$ cat src/include/mcpwm_params.svh
// Purpose: Offsets, reset values and field positions of the PWM generator.
// Assumes: Included by the design file and by the testbench.
// Notes:   Register offsets are byte addresses on the AXI4-Lite bus.
`ifndef MCPWM_PARAMS_SVH
`define MCPWM_PARAMS_SVH

`define MCPWM_OFS_CTRL     12'h000
`define MCPWM_OFS_STATUS   12'h004
`define MCPWM_OFS_PRESCALE 12'h008
`define MCPWM_OFS_PERIOD   12'h00C
`define MCPWM_OFS_REPEAT   12'h010
`define MCPWM_OFS_INIT     12'h014
`define MCPWM_OFS_RESTORE  12'h018
`define MCPWM_OFS_CMP0     12'h020
`define MCPWM_OFS_TGL0     12'h040
`define MCPWM_CTRL_START   0
`define MCPWM_CTRL_STOP    1
`define MCPWM_RST_PRESCALE 8'h00
`define MCPWM_RST_PERIOD   16'h0000
`define MCPWM_RST_REPEAT   16'h0000
`define MCPWM_RST_MASK     8'h00
`define MCPWM_RESP_OKAY    2'b00
`define MCPWM_RESP_SLVERR  2'b10

`endif

$ cat src/include/mcpwm_pkg.sv
// Purpose: Types shared by the PWM generator.
// Assumes: Eight channels and eight comparators.
// Notes:   Constants live in the params header.
package mcpwm_pkg;
    typedef logic [15:0] mcpwm_cnt_t;
    typedef logic [7:0]  mcpwm_mask_t;
endpackage

$ cat src/rtl/mcpwm_top.sv
// Purpose: Eight-channel PWM generator with an AXI4-Lite register slave.
// Assumes: One clock, synchronous active-low reset, single-beat AXI4-Lite.
// Notes:   Outputs change only on prescaler ticks or on start; stop holds them.
// Behaviour
// - Eight independent PWM outputs, each with its own signal.
// - One shared programmable prescaler divides the system clock to a tick.
// - One shared 16-bit counter advanced by each tick sets the period.
// - Counter counts up to the programmed period value inclusive, then restarts.
// - Eight shared 16-bit comparators, each holding a programmed value.
// - Any channel may use up to eight comparators, one toggle each.
// - Counter matching an assigned comparator inverts that channel output.
// - Two comparators on one channel give a single duty-cycle pulse.
// - Shared repeat count limits how many periods are generated.
// - Per-output toggle enable mask selects which comparators may toggle.
// - Initial-state mask sets each output's starting level.
// - Restore mask returns selected outputs to initial level each period end.
// - Prescaler value FF divides the system clock by 256.
`include "mcpwm_params.svh"
module mcpwm_top
    import mcpwm_pkg::*;
#(
    parameter int NCH = 8
) (
    input  wire logic        clk,
    input  wire logic        rst_n,
    input  wire logic [11:0] s_axi_awaddr,
    input  wire logic        s_axi_awvalid,
    output logic             s_axi_awready,
    input  wire logic [31:0] s_axi_wdata,
    input  wire logic [3:0]  s_axi_wstrb,
    input  wire logic        s_axi_wvalid,
    output logic             s_axi_wready,
    output logic [1:0]       s_axi_bresp,
    output logic             s_axi_bvalid,
    input  wire logic        s_axi_bready,
    input  wire logic [11:0] s_axi_araddr,
    input  wire logic        s_axi_arvalid,
    output logic             s_axi_arready,
    output logic [31:0]      s_axi_rdata,
    output logic [1:0]       s_axi_rresp,
    output logic             s_axi_rvalid,
    input  wire logic        s_axi_rready,
    output logic [NCH-1:0]   pwmOut
);

    typedef struct packed {
        logic                awFull;
        logic [11:0]         awAddr;
        logic                wFull;
        logic [31:0]         wData;
        logic [3:0]          wStrb;
        logic                bValid;
        logic [1:0]          bResp;
        logic                rValid;
        logic [31:0]         rData;
        logic [1:0]          rResp;
        logic [7:0]          prescale;
        logic [7:0]          preCnt;
        mcpwm_cnt_t          period;
        mcpwm_cnt_t          count;
        mcpwm_cnt_t          repeatCnt;
        mcpwm_cnt_t          doneCnt;
        logic                running;
        mcpwm_mask_t         initMask;
        mcpwm_mask_t         restoreMask;
        mcpwm_cnt_t [7:0]    cmp;
        mcpwm_mask_t [NCH-1:0] tglEn;
        logic [NCH-1:0]      pwm;
    } mcpwm_state_s;

    mcpwm_state_s st;
    mcpwm_state_s next_st;

    // Merges a write word into a register under the byte strobes.
    function automatic logic [31:0] mcpwm_merge(input logic [31:0] old,
                                                input logic [31:0] dat,
                                                input logic [3:0]  strb);
        logic [31:0] res;
        res = old;
        for (int b = 0; b < 4; b++) begin
            if (strb[b]) begin
                res[8*b +: 8] = dat[8*b +: 8];
            end
        end
        return res;
    endfunction

    // Byte address of an indexed word in a register bank.
    function automatic logic [11:0] mcpwm_slot(input logic [11:0] base,
                                               input int          idx);
        return base + 12'(idx * 4);
    endfunction

    // One process computes the whole next state; software writes win
    // over the engine in the same cycle because they are applied last.
    always_comb begin
        logic [31:0] wv;
        logic        tick;
        logic        wrap;
        logic [7:0]  match;
        logic        okW;
        logic        okR;
        wv      = 32'h0000_0000;
        next_st = st;
        okW     = 1'b0;
        okR     = 1'b0;
        tick    = 1'b0;
        wrap    = 1'b0;
        match   = 8'h00;
        // Prescaler: a reload of N divides by N+1, so FF gives 256.
        tick = st.running && (st.preCnt == st.prescale);
        wrap = tick && (st.count >= st.period);
        if (st.running) begin
            next_st.preCnt = tick ? 8'h00 : st.preCnt + 8'h01;
        end
        // Comparator matches are shared by all channels.
        for (int c = 0; c < 8; c++) begin
            match[c] = tick && (st.count == st.cmp[c]);
        end
        if (tick) begin
            next_st.count = wrap ? 16'h0000 : st.count + 16'h0001;
            for (int ch = 0; ch < NCH; ch++) begin
                // Parity of enabled matches; equal comparators can match together and cancel.
                if (^(match & st.tglEn[ch])) begin
                    next_st.pwm[ch] = ~st.pwm[ch];
                end
                if (wrap && st.restoreMask[ch]) begin
                    next_st.pwm[ch] = st.initMask[ch];
                end
            end
            if (wrap) begin
                next_st.doneCnt = st.doneCnt + 16'h0001;
                // A repeat count of zero means run without limit.
                if (st.repeatCnt != 16'h0000 &&
                    st.doneCnt + 16'h0001 >= st.repeatCnt) begin
                    next_st.running = 1'b0;
                end
            end
        end
        // Write channel: address and data are caught in either order.
        if (s_axi_awvalid && !st.awFull) begin
            next_st.awFull = 1'b1;
            next_st.awAddr = s_axi_awaddr;
        end
        if (s_axi_wvalid && !st.wFull) begin
            next_st.wFull = 1'b1;
            next_st.wData = s_axi_wdata;
            next_st.wStrb = s_axi_wstrb;
        end
        if (st.bValid && s_axi_bready) begin
            next_st.bValid = 1'b0;
        end
        if (st.awFull && st.wFull && !st.bValid) begin
            next_st.awFull = 1'b0;
            next_st.wFull  = 1'b0;
            next_st.bValid = 1'b1;
            okW = 1'b1;
            unique case (st.awAddr)
                `MCPWM_OFS_CTRL: begin
                    wv = st.wData & {28'h000_0000, st.wStrb[0] ? 4'hF : 4'h0};
                    if (wv[`MCPWM_CTRL_START]) begin
                        // Start reloads outputs from the initial mask.
                        next_st.running = 1'b1;
                        next_st.count   = 16'h0000;
                        next_st.preCnt  = 8'h00;
                        next_st.doneCnt = 16'h0000;
                        next_st.pwm     = st.initMask;
                    end
                    if (wv[`MCPWM_CTRL_STOP]) begin
                        next_st.running = 1'b0;
                    end
                end
                `MCPWM_OFS_PRESCALE: begin
                    wv = mcpwm_merge({24'h00_0000, st.prescale},
                                     st.wData, st.wStrb);
                    next_st.prescale = wv[7:0];
                end
                `MCPWM_OFS_PERIOD: begin
                    wv = mcpwm_merge({16'h0000, st.period},
                                     st.wData, st.wStrb);
                    next_st.period = wv[15:0];
                end
                `MCPWM_OFS_REPEAT: begin
                    wv = mcpwm_merge({16'h0000, st.repeatCnt},
                                     st.wData, st.wStrb);
                    next_st.repeatCnt = wv[15:0];
                end
                `MCPWM_OFS_INIT: begin
                    wv = mcpwm_merge({24'h00_0000, st.initMask},
                                     st.wData, st.wStrb);
                    next_st.initMask = wv[7:0];
                end
                `MCPWM_OFS_RESTORE: begin
                    wv = mcpwm_merge({24'h00_0000, st.restoreMask},
                                     st.wData, st.wStrb);
                    next_st.restoreMask = wv[7:0];
                end
                default: begin
                    okW = 1'b0;
                    for (int i = 0; i < 8; i++) begin
                        if (st.awAddr == mcpwm_slot(`MCPWM_OFS_CMP0, i)) begin
                            wv = mcpwm_merge({16'h0000, st.cmp[i]},
                                             st.wData, st.wStrb);
                            next_st.cmp[i] = wv[15:0];
                            okW = 1'b1;
                        end
                    end
                    for (int i = 0; i < NCH; i++) begin
                        if (st.awAddr == mcpwm_slot(`MCPWM_OFS_TGL0, i)) begin
                            wv = mcpwm_merge({24'h00_0000, st.tglEn[i]},
                                             st.wData, st.wStrb);
                            next_st.tglEn[i] = wv[7:0];
                            okW = 1'b1;
                        end
                    end
                end
            endcase
            next_st.bResp = okW ? `MCPWM_RESP_OKAY : `MCPWM_RESP_SLVERR;
        end
        // Read channel: one read at a time, answered the next cycle.
        if (st.rValid && s_axi_rready) begin
            next_st.rValid = 1'b0;
        end
        if (s_axi_arvalid && !st.rValid) begin
            next_st.rValid = 1'b1;
            next_st.rData  = 32'h0000_0000;
            okR = 1'b1;
            unique case (s_axi_araddr)
                `MCPWM_OFS_CTRL:     next_st.rData = 32'h0000_0000;
                `MCPWM_OFS_STATUS:   next_st.rData = {7'h00, st.running,
                                                      st.pwm, st.count};
                `MCPWM_OFS_PRESCALE: next_st.rData[7:0]  = st.prescale;
                `MCPWM_OFS_PERIOD:   next_st.rData[15:0] = st.period;
                `MCPWM_OFS_REPEAT:   next_st.rData[15:0] = st.repeatCnt;
                `MCPWM_OFS_INIT:     next_st.rData[7:0]  = st.initMask;
                `MCPWM_OFS_RESTORE:  next_st.rData[7:0]  = st.restoreMask;
                default: begin
                    okR = 1'b0;
                    for (int i = 0; i < 8; i++) begin
                        if (s_axi_araddr ==
                            mcpwm_slot(`MCPWM_OFS_CMP0, i)) begin
                            next_st.rData[15:0] = st.cmp[i];
                            okR = 1'b1;
                        end
                    end
                    for (int i = 0; i < NCH; i++) begin
                        if (s_axi_araddr ==
                            mcpwm_slot(`MCPWM_OFS_TGL0, i)) begin
                            next_st.rData[7:0] = st.tglEn[i];
                            okR = 1'b1;
                        end
                    end
                end
            endcase
            next_st.rResp = okR ? `MCPWM_RESP_OKAY : `MCPWM_RESP_SLVERR;
        end
    end

    // Reset clears the counter and forces every output low.
    always_ff @(posedge clk) begin
        if (!rst_n) begin
            st             <= '0;
            st.prescale    <= `MCPWM_RST_PRESCALE;
            st.period      <= `MCPWM_RST_PERIOD;
            st.repeatCnt   <= `MCPWM_RST_REPEAT;
            st.initMask    <= `MCPWM_RST_MASK;
            st.restoreMask <= `MCPWM_RST_MASK;
        end else begin
            st <= next_st;
        end
    end

    // All outputs come straight from the state register.
    assign s_axi_awready = !st.awFull;
    assign s_axi_wready  = !st.wFull;
    assign s_axi_bvalid  = st.bValid;
    assign s_axi_bresp   = st.bResp;
    assign s_axi_arready = !st.rValid;
    assign s_axi_rvalid  = st.rValid;
    assign s_axi_rdata   = st.rData;
    assign s_axi_rresp   = st.rResp;
    assign pwmOut        = st.pwm;

endmodule

$ cat config.mk
export PLATFORM = sky130hd
export DESIGN_NAME = mcpwm_top
export DESIGN_NICKNAME = d
export VERILOG_FILES = /design/src/include/mcpwm_pkg.sv /design/src/rtl/mcpwm_top.sv
export VERILOG_INCLUDE_DIRS = /design/src /design/src/include
export SDC_FILE = /design/constraint.sdc
export NUM_CORES = 1
export LEC_CHECK = 0
export ABC_AREA = 1
export BUFFER_PORTS_ARGS = -buffer_cell sky130_fd_sc_hd__buf_4
export CAP_MARGIN = 40
export CORE_MARGIN = 3
export CORE_UTILIZATION = 55
export DETAILED_ROUTE_END_ITERATION = 10
export GPL_ROUTABILITY_DRIVEN = 0
export GPL_TIMING_DRIVEN = 1
export MAX_ROUTING_LAYER = met4
export PLACE_DENSITY = 0.73
export SLEW_MARGIN = 0
export SYNTH_ARGS = -nofsm -noshare
export SYNTH_HDL_FRONTEND = slang
export SYNTH_SLANG_ARGS = --single-unit
export TNS_END_PERCENT = 50
$ cat constraint.sdc
create_clock -name clk -period 7.36 [get_ports clk]
set_input_delay 0.736 -clock clk [delete_from_list [all_inputs] [get_ports clk]]
set_output_delay 0.736 -clock clk [all_outputs]
set_load 0.01 [all_outputs]
==> results.txt <==
Outcome -> completed
Mapped Area -> 20500 sq um
Number of buffers created by CTS -> 41
Initial Util -> 55.9%
First-pass GRT wire length -> 105000 um
Leak pwr -> 0.00978 uW
Skew-Pair Late Insertion Delay -> 580 ps
Kind of critical path -> reg -> reg
DRT iter0 DRCs -> 2524
Via/cell ratio -> 5.87
DRT Wirelength -> 68100 um
Max IR drop VDD -> 0.300 mV
Relative slew slack -> 26.1%
CP top delay family -> simple AND/OR/NAND/NOR gates
Warnings, synthesis -> 0
Worst-path cell chain -> nand3_1 -> nor3_1 -> inv_1 -> nor2_1 -> nand2_1 -> nor3_2 -> nand2_1 -> nor3_1 -> nand4_1 -> xor2_1 -> inv_1 -> ha_1 -> nand2_1 -> inv_1 -> nand3_1 -> nor3_1 -> nand2_1 -> nand3_1 -> o41ai_1 -> o21ai_0 -> a211oi_1
Drt wl/cell -> 19.3 um
Ys async rst share -> 0%
Multi-input logic area -> 10900 sq um
Core Region -> 36600 sq um
Final Util -> 61.7%
Tcrit/Tclk final -> 51.3%
Gr usage total -> 34.9%
PwrDens -> 202 nW/um^2
Port Buffers -> 88
Number of enable flip-flop cells after synthesis -> 0
Total of max-cap violations -> 0
CTS clock-pin slew for the worst setup and hold paths -> 60 ps
Die span in x -> 199 um
Final layout net count -> 3131
Drt first pass iters -> 9
Netlist cell types -> 49
FF/Latch Area -> 7170 sq um
CP arrival -> 4210 ps
Slew @ Worst Pin -> 1080 ps
Remaining global-route overflow -> 0
Largest net degree at the start of global routing -> 91
I/O pin count -> 116
Crit. path cell count -> 21
Register bit total from synthesis -> 358
Final Power -> 4560 uW
Post-DP HPWL -> 51400 um
Die area -> 39600 sq um
CTS tree -> done
Final Critical Period -> 3770 ps
Row cnt -> 70
CP Launch Type -> register
Placed cells -> 3454
Fillcell total -> 3328
Setup violators final -> 0
Layout Cells excl Fill -> 3529
Crit. End Element -> register
Syn Inst Count -> 3045
RSZ-0062 raised after global routing -> no
CTS Root Cell -> clkbuf_16
Setup TNS -> 0 ps
Ant. Diodes -> 0
Worst Reg-to-Reg Cells -> 21
Synth Area per Inst -> 6.72 sq um
Layout area overhead -> 10.4%
Worst hold stages -> 3
Synth Flop Type -> dfxtp_1
Slowest cell on crit path -> dfxtp_1
WP buf/inv -> 3
Max-slew violations -> 0
Number of setup buffers added after CTS -> 0
Worst Path Max Fanout -> 5
CP peak stage delay -> 410 ps
Seq/Total Area, Yosys -> 35.0%
Worst path most repeated cell -> nand2_1
H-Tree Depth -> 2
Via count -> 20700
DRC -> 0
CTS Hold Buffers Added -> 0
Antenna Violating Nets Remaining -> 0
# clock sinks -> 358
Die H -> 199 um
Layout cell share with drive strength beyond 1 -> 7.97%
Clock skew -> 19.1 ps
CTS resizes -> 0
Worst EP required -> 7790 ps
Final Hold Fails -> 0
Antenna violations before repair -> 0
Fmax -> 0.265 GHz
Vias in the first global route -> 19100
Final hold slack -> 391 ps
Min-delay worst type -> in -> reg
Longest Clk Path Bufs -> 3
## layout make-up
type / instances / area share, %
sequential: 358 / 31.7
clock buffer: 56 / 5.29
timing repair buffer: 111 / 4.15
inverter: 407 / 6.76
multi-input combinational: 2110 / 48.0
clock inverter: 19 / 1.49
tap: 468 / 2.59
## cells in the mapped netlist, types with 38 or more instances
cell / number / area share, %
clkbuf_1: 76 / 1.4
dfxtp_1: 358 / 35
o21ai_0: 309 / 7.6
a21oi_1: 290 / 7.1
xor2_1: 107 / 4.6
nand4_1: 67 / 2.0
inv_1: 384 / 7.0
nand2_1: 541 / 9.9
buf_2: 38 / 0.93
nand3_1: 123 / 3.0
nor2_1: 346 / 6.3
a211oi_1: 79 / 2.9
buf_4: 55 / 2.0
## power breakdown
group	internal, uW	switching (uW)	leakage (uW)
Clock	1460	863	0.000739
Sequential	1960	32.5	0.00289
Combinational	77.2	168	0.00614
## tightest hold or removal path, stage by stage
cell and delay [ps]:
buf_4 80, nor2_1 30, nor2_1 80
## layout by cell type (no fill, tap or decap), types with 6 or more instances in the layout
cell type,n
a31oi_1,16
nor3_2,6
o211ai_1,11
o21ai_0,309
clkinv_1,9
a221oi_1,8
inv_1,384
clkbuf_1,6
buf_8,6
xnor2_1,14
conb_1,9
o22ai_1,32
nor3_1,32
clkbuf_8,7
inv_2,14
clkbuf_16,43
nand4_1,67
a21oi_1,290
ha_1,35
nor2_1,346
buf_4,102
nand3_2,9
o21ai_1,8
dfxtp_1,358
nand3_1,123
bufinv_16,9
xor2_1,107
nor4_1,10
a211oi_1,79
nand2_1,541
nor2_2,20
## kinds of logic after synthesis
| logic type | synth area share [%] |
|---|---|
| xor+xnor | 5.18 |
| other cells | 0.0183 |
| flops | 35.0 |
| simple gates | 24.7 |
| compound gates | 20.9 |
| buf+inv | 12.1 |
| fa+ha+maj | 2.14 |
## path summary, 6_finish.rpt
path / endpoint / from / slack [ps]
worst max-delay path: st[216]$_SDFF_PN0_ / st[219]$_SDFF_PN0_ / 3590
worst min-delay path: st[336]$_SDFFE_PN0P_ / s_axi_wstrb[1] / 390
worst max register to register: st[216]$_SDFF_PN0_ / st[219]$_SDFF_PN0_ / 3590
worst min register to register: st[23]$_SDFFE_PN0P_ / st[23]$_SDFFE_PN0P_ / 480
## state kept, by name (all words and copies together) (netlist names)
name	cells
st	321
s_axi_rdata	25
pwmOut	8
s_axi_bresp	1
s_axi_bvalid	1
s_axi_rresp	1
s_axi_rvalid	1
## per-layer routing
layer / global-route usage, % / routed length (um) / share of wire (%) / vias to the layer above
met5: - / 0 / 0 / -
li1: - / - / - / 9962
met4: 17.3 / 3650 / 5.4 / 0
met3: 6.71 / 6840 / 10 / 226
met1: 44.8 / 27900 / 41 / 9396
met2: 52.6 / 29700 / 44 / 1148
## per-stage QoR
step,area [sq um],worst slack [ps]
final,22600,3590
after global routing,22600,3300
after CTS,22600,3700
after detailed placement,21100,3610
after global placement,20900,3640
after floorplan,20500,4510
(Power assumes the default switching activity.)
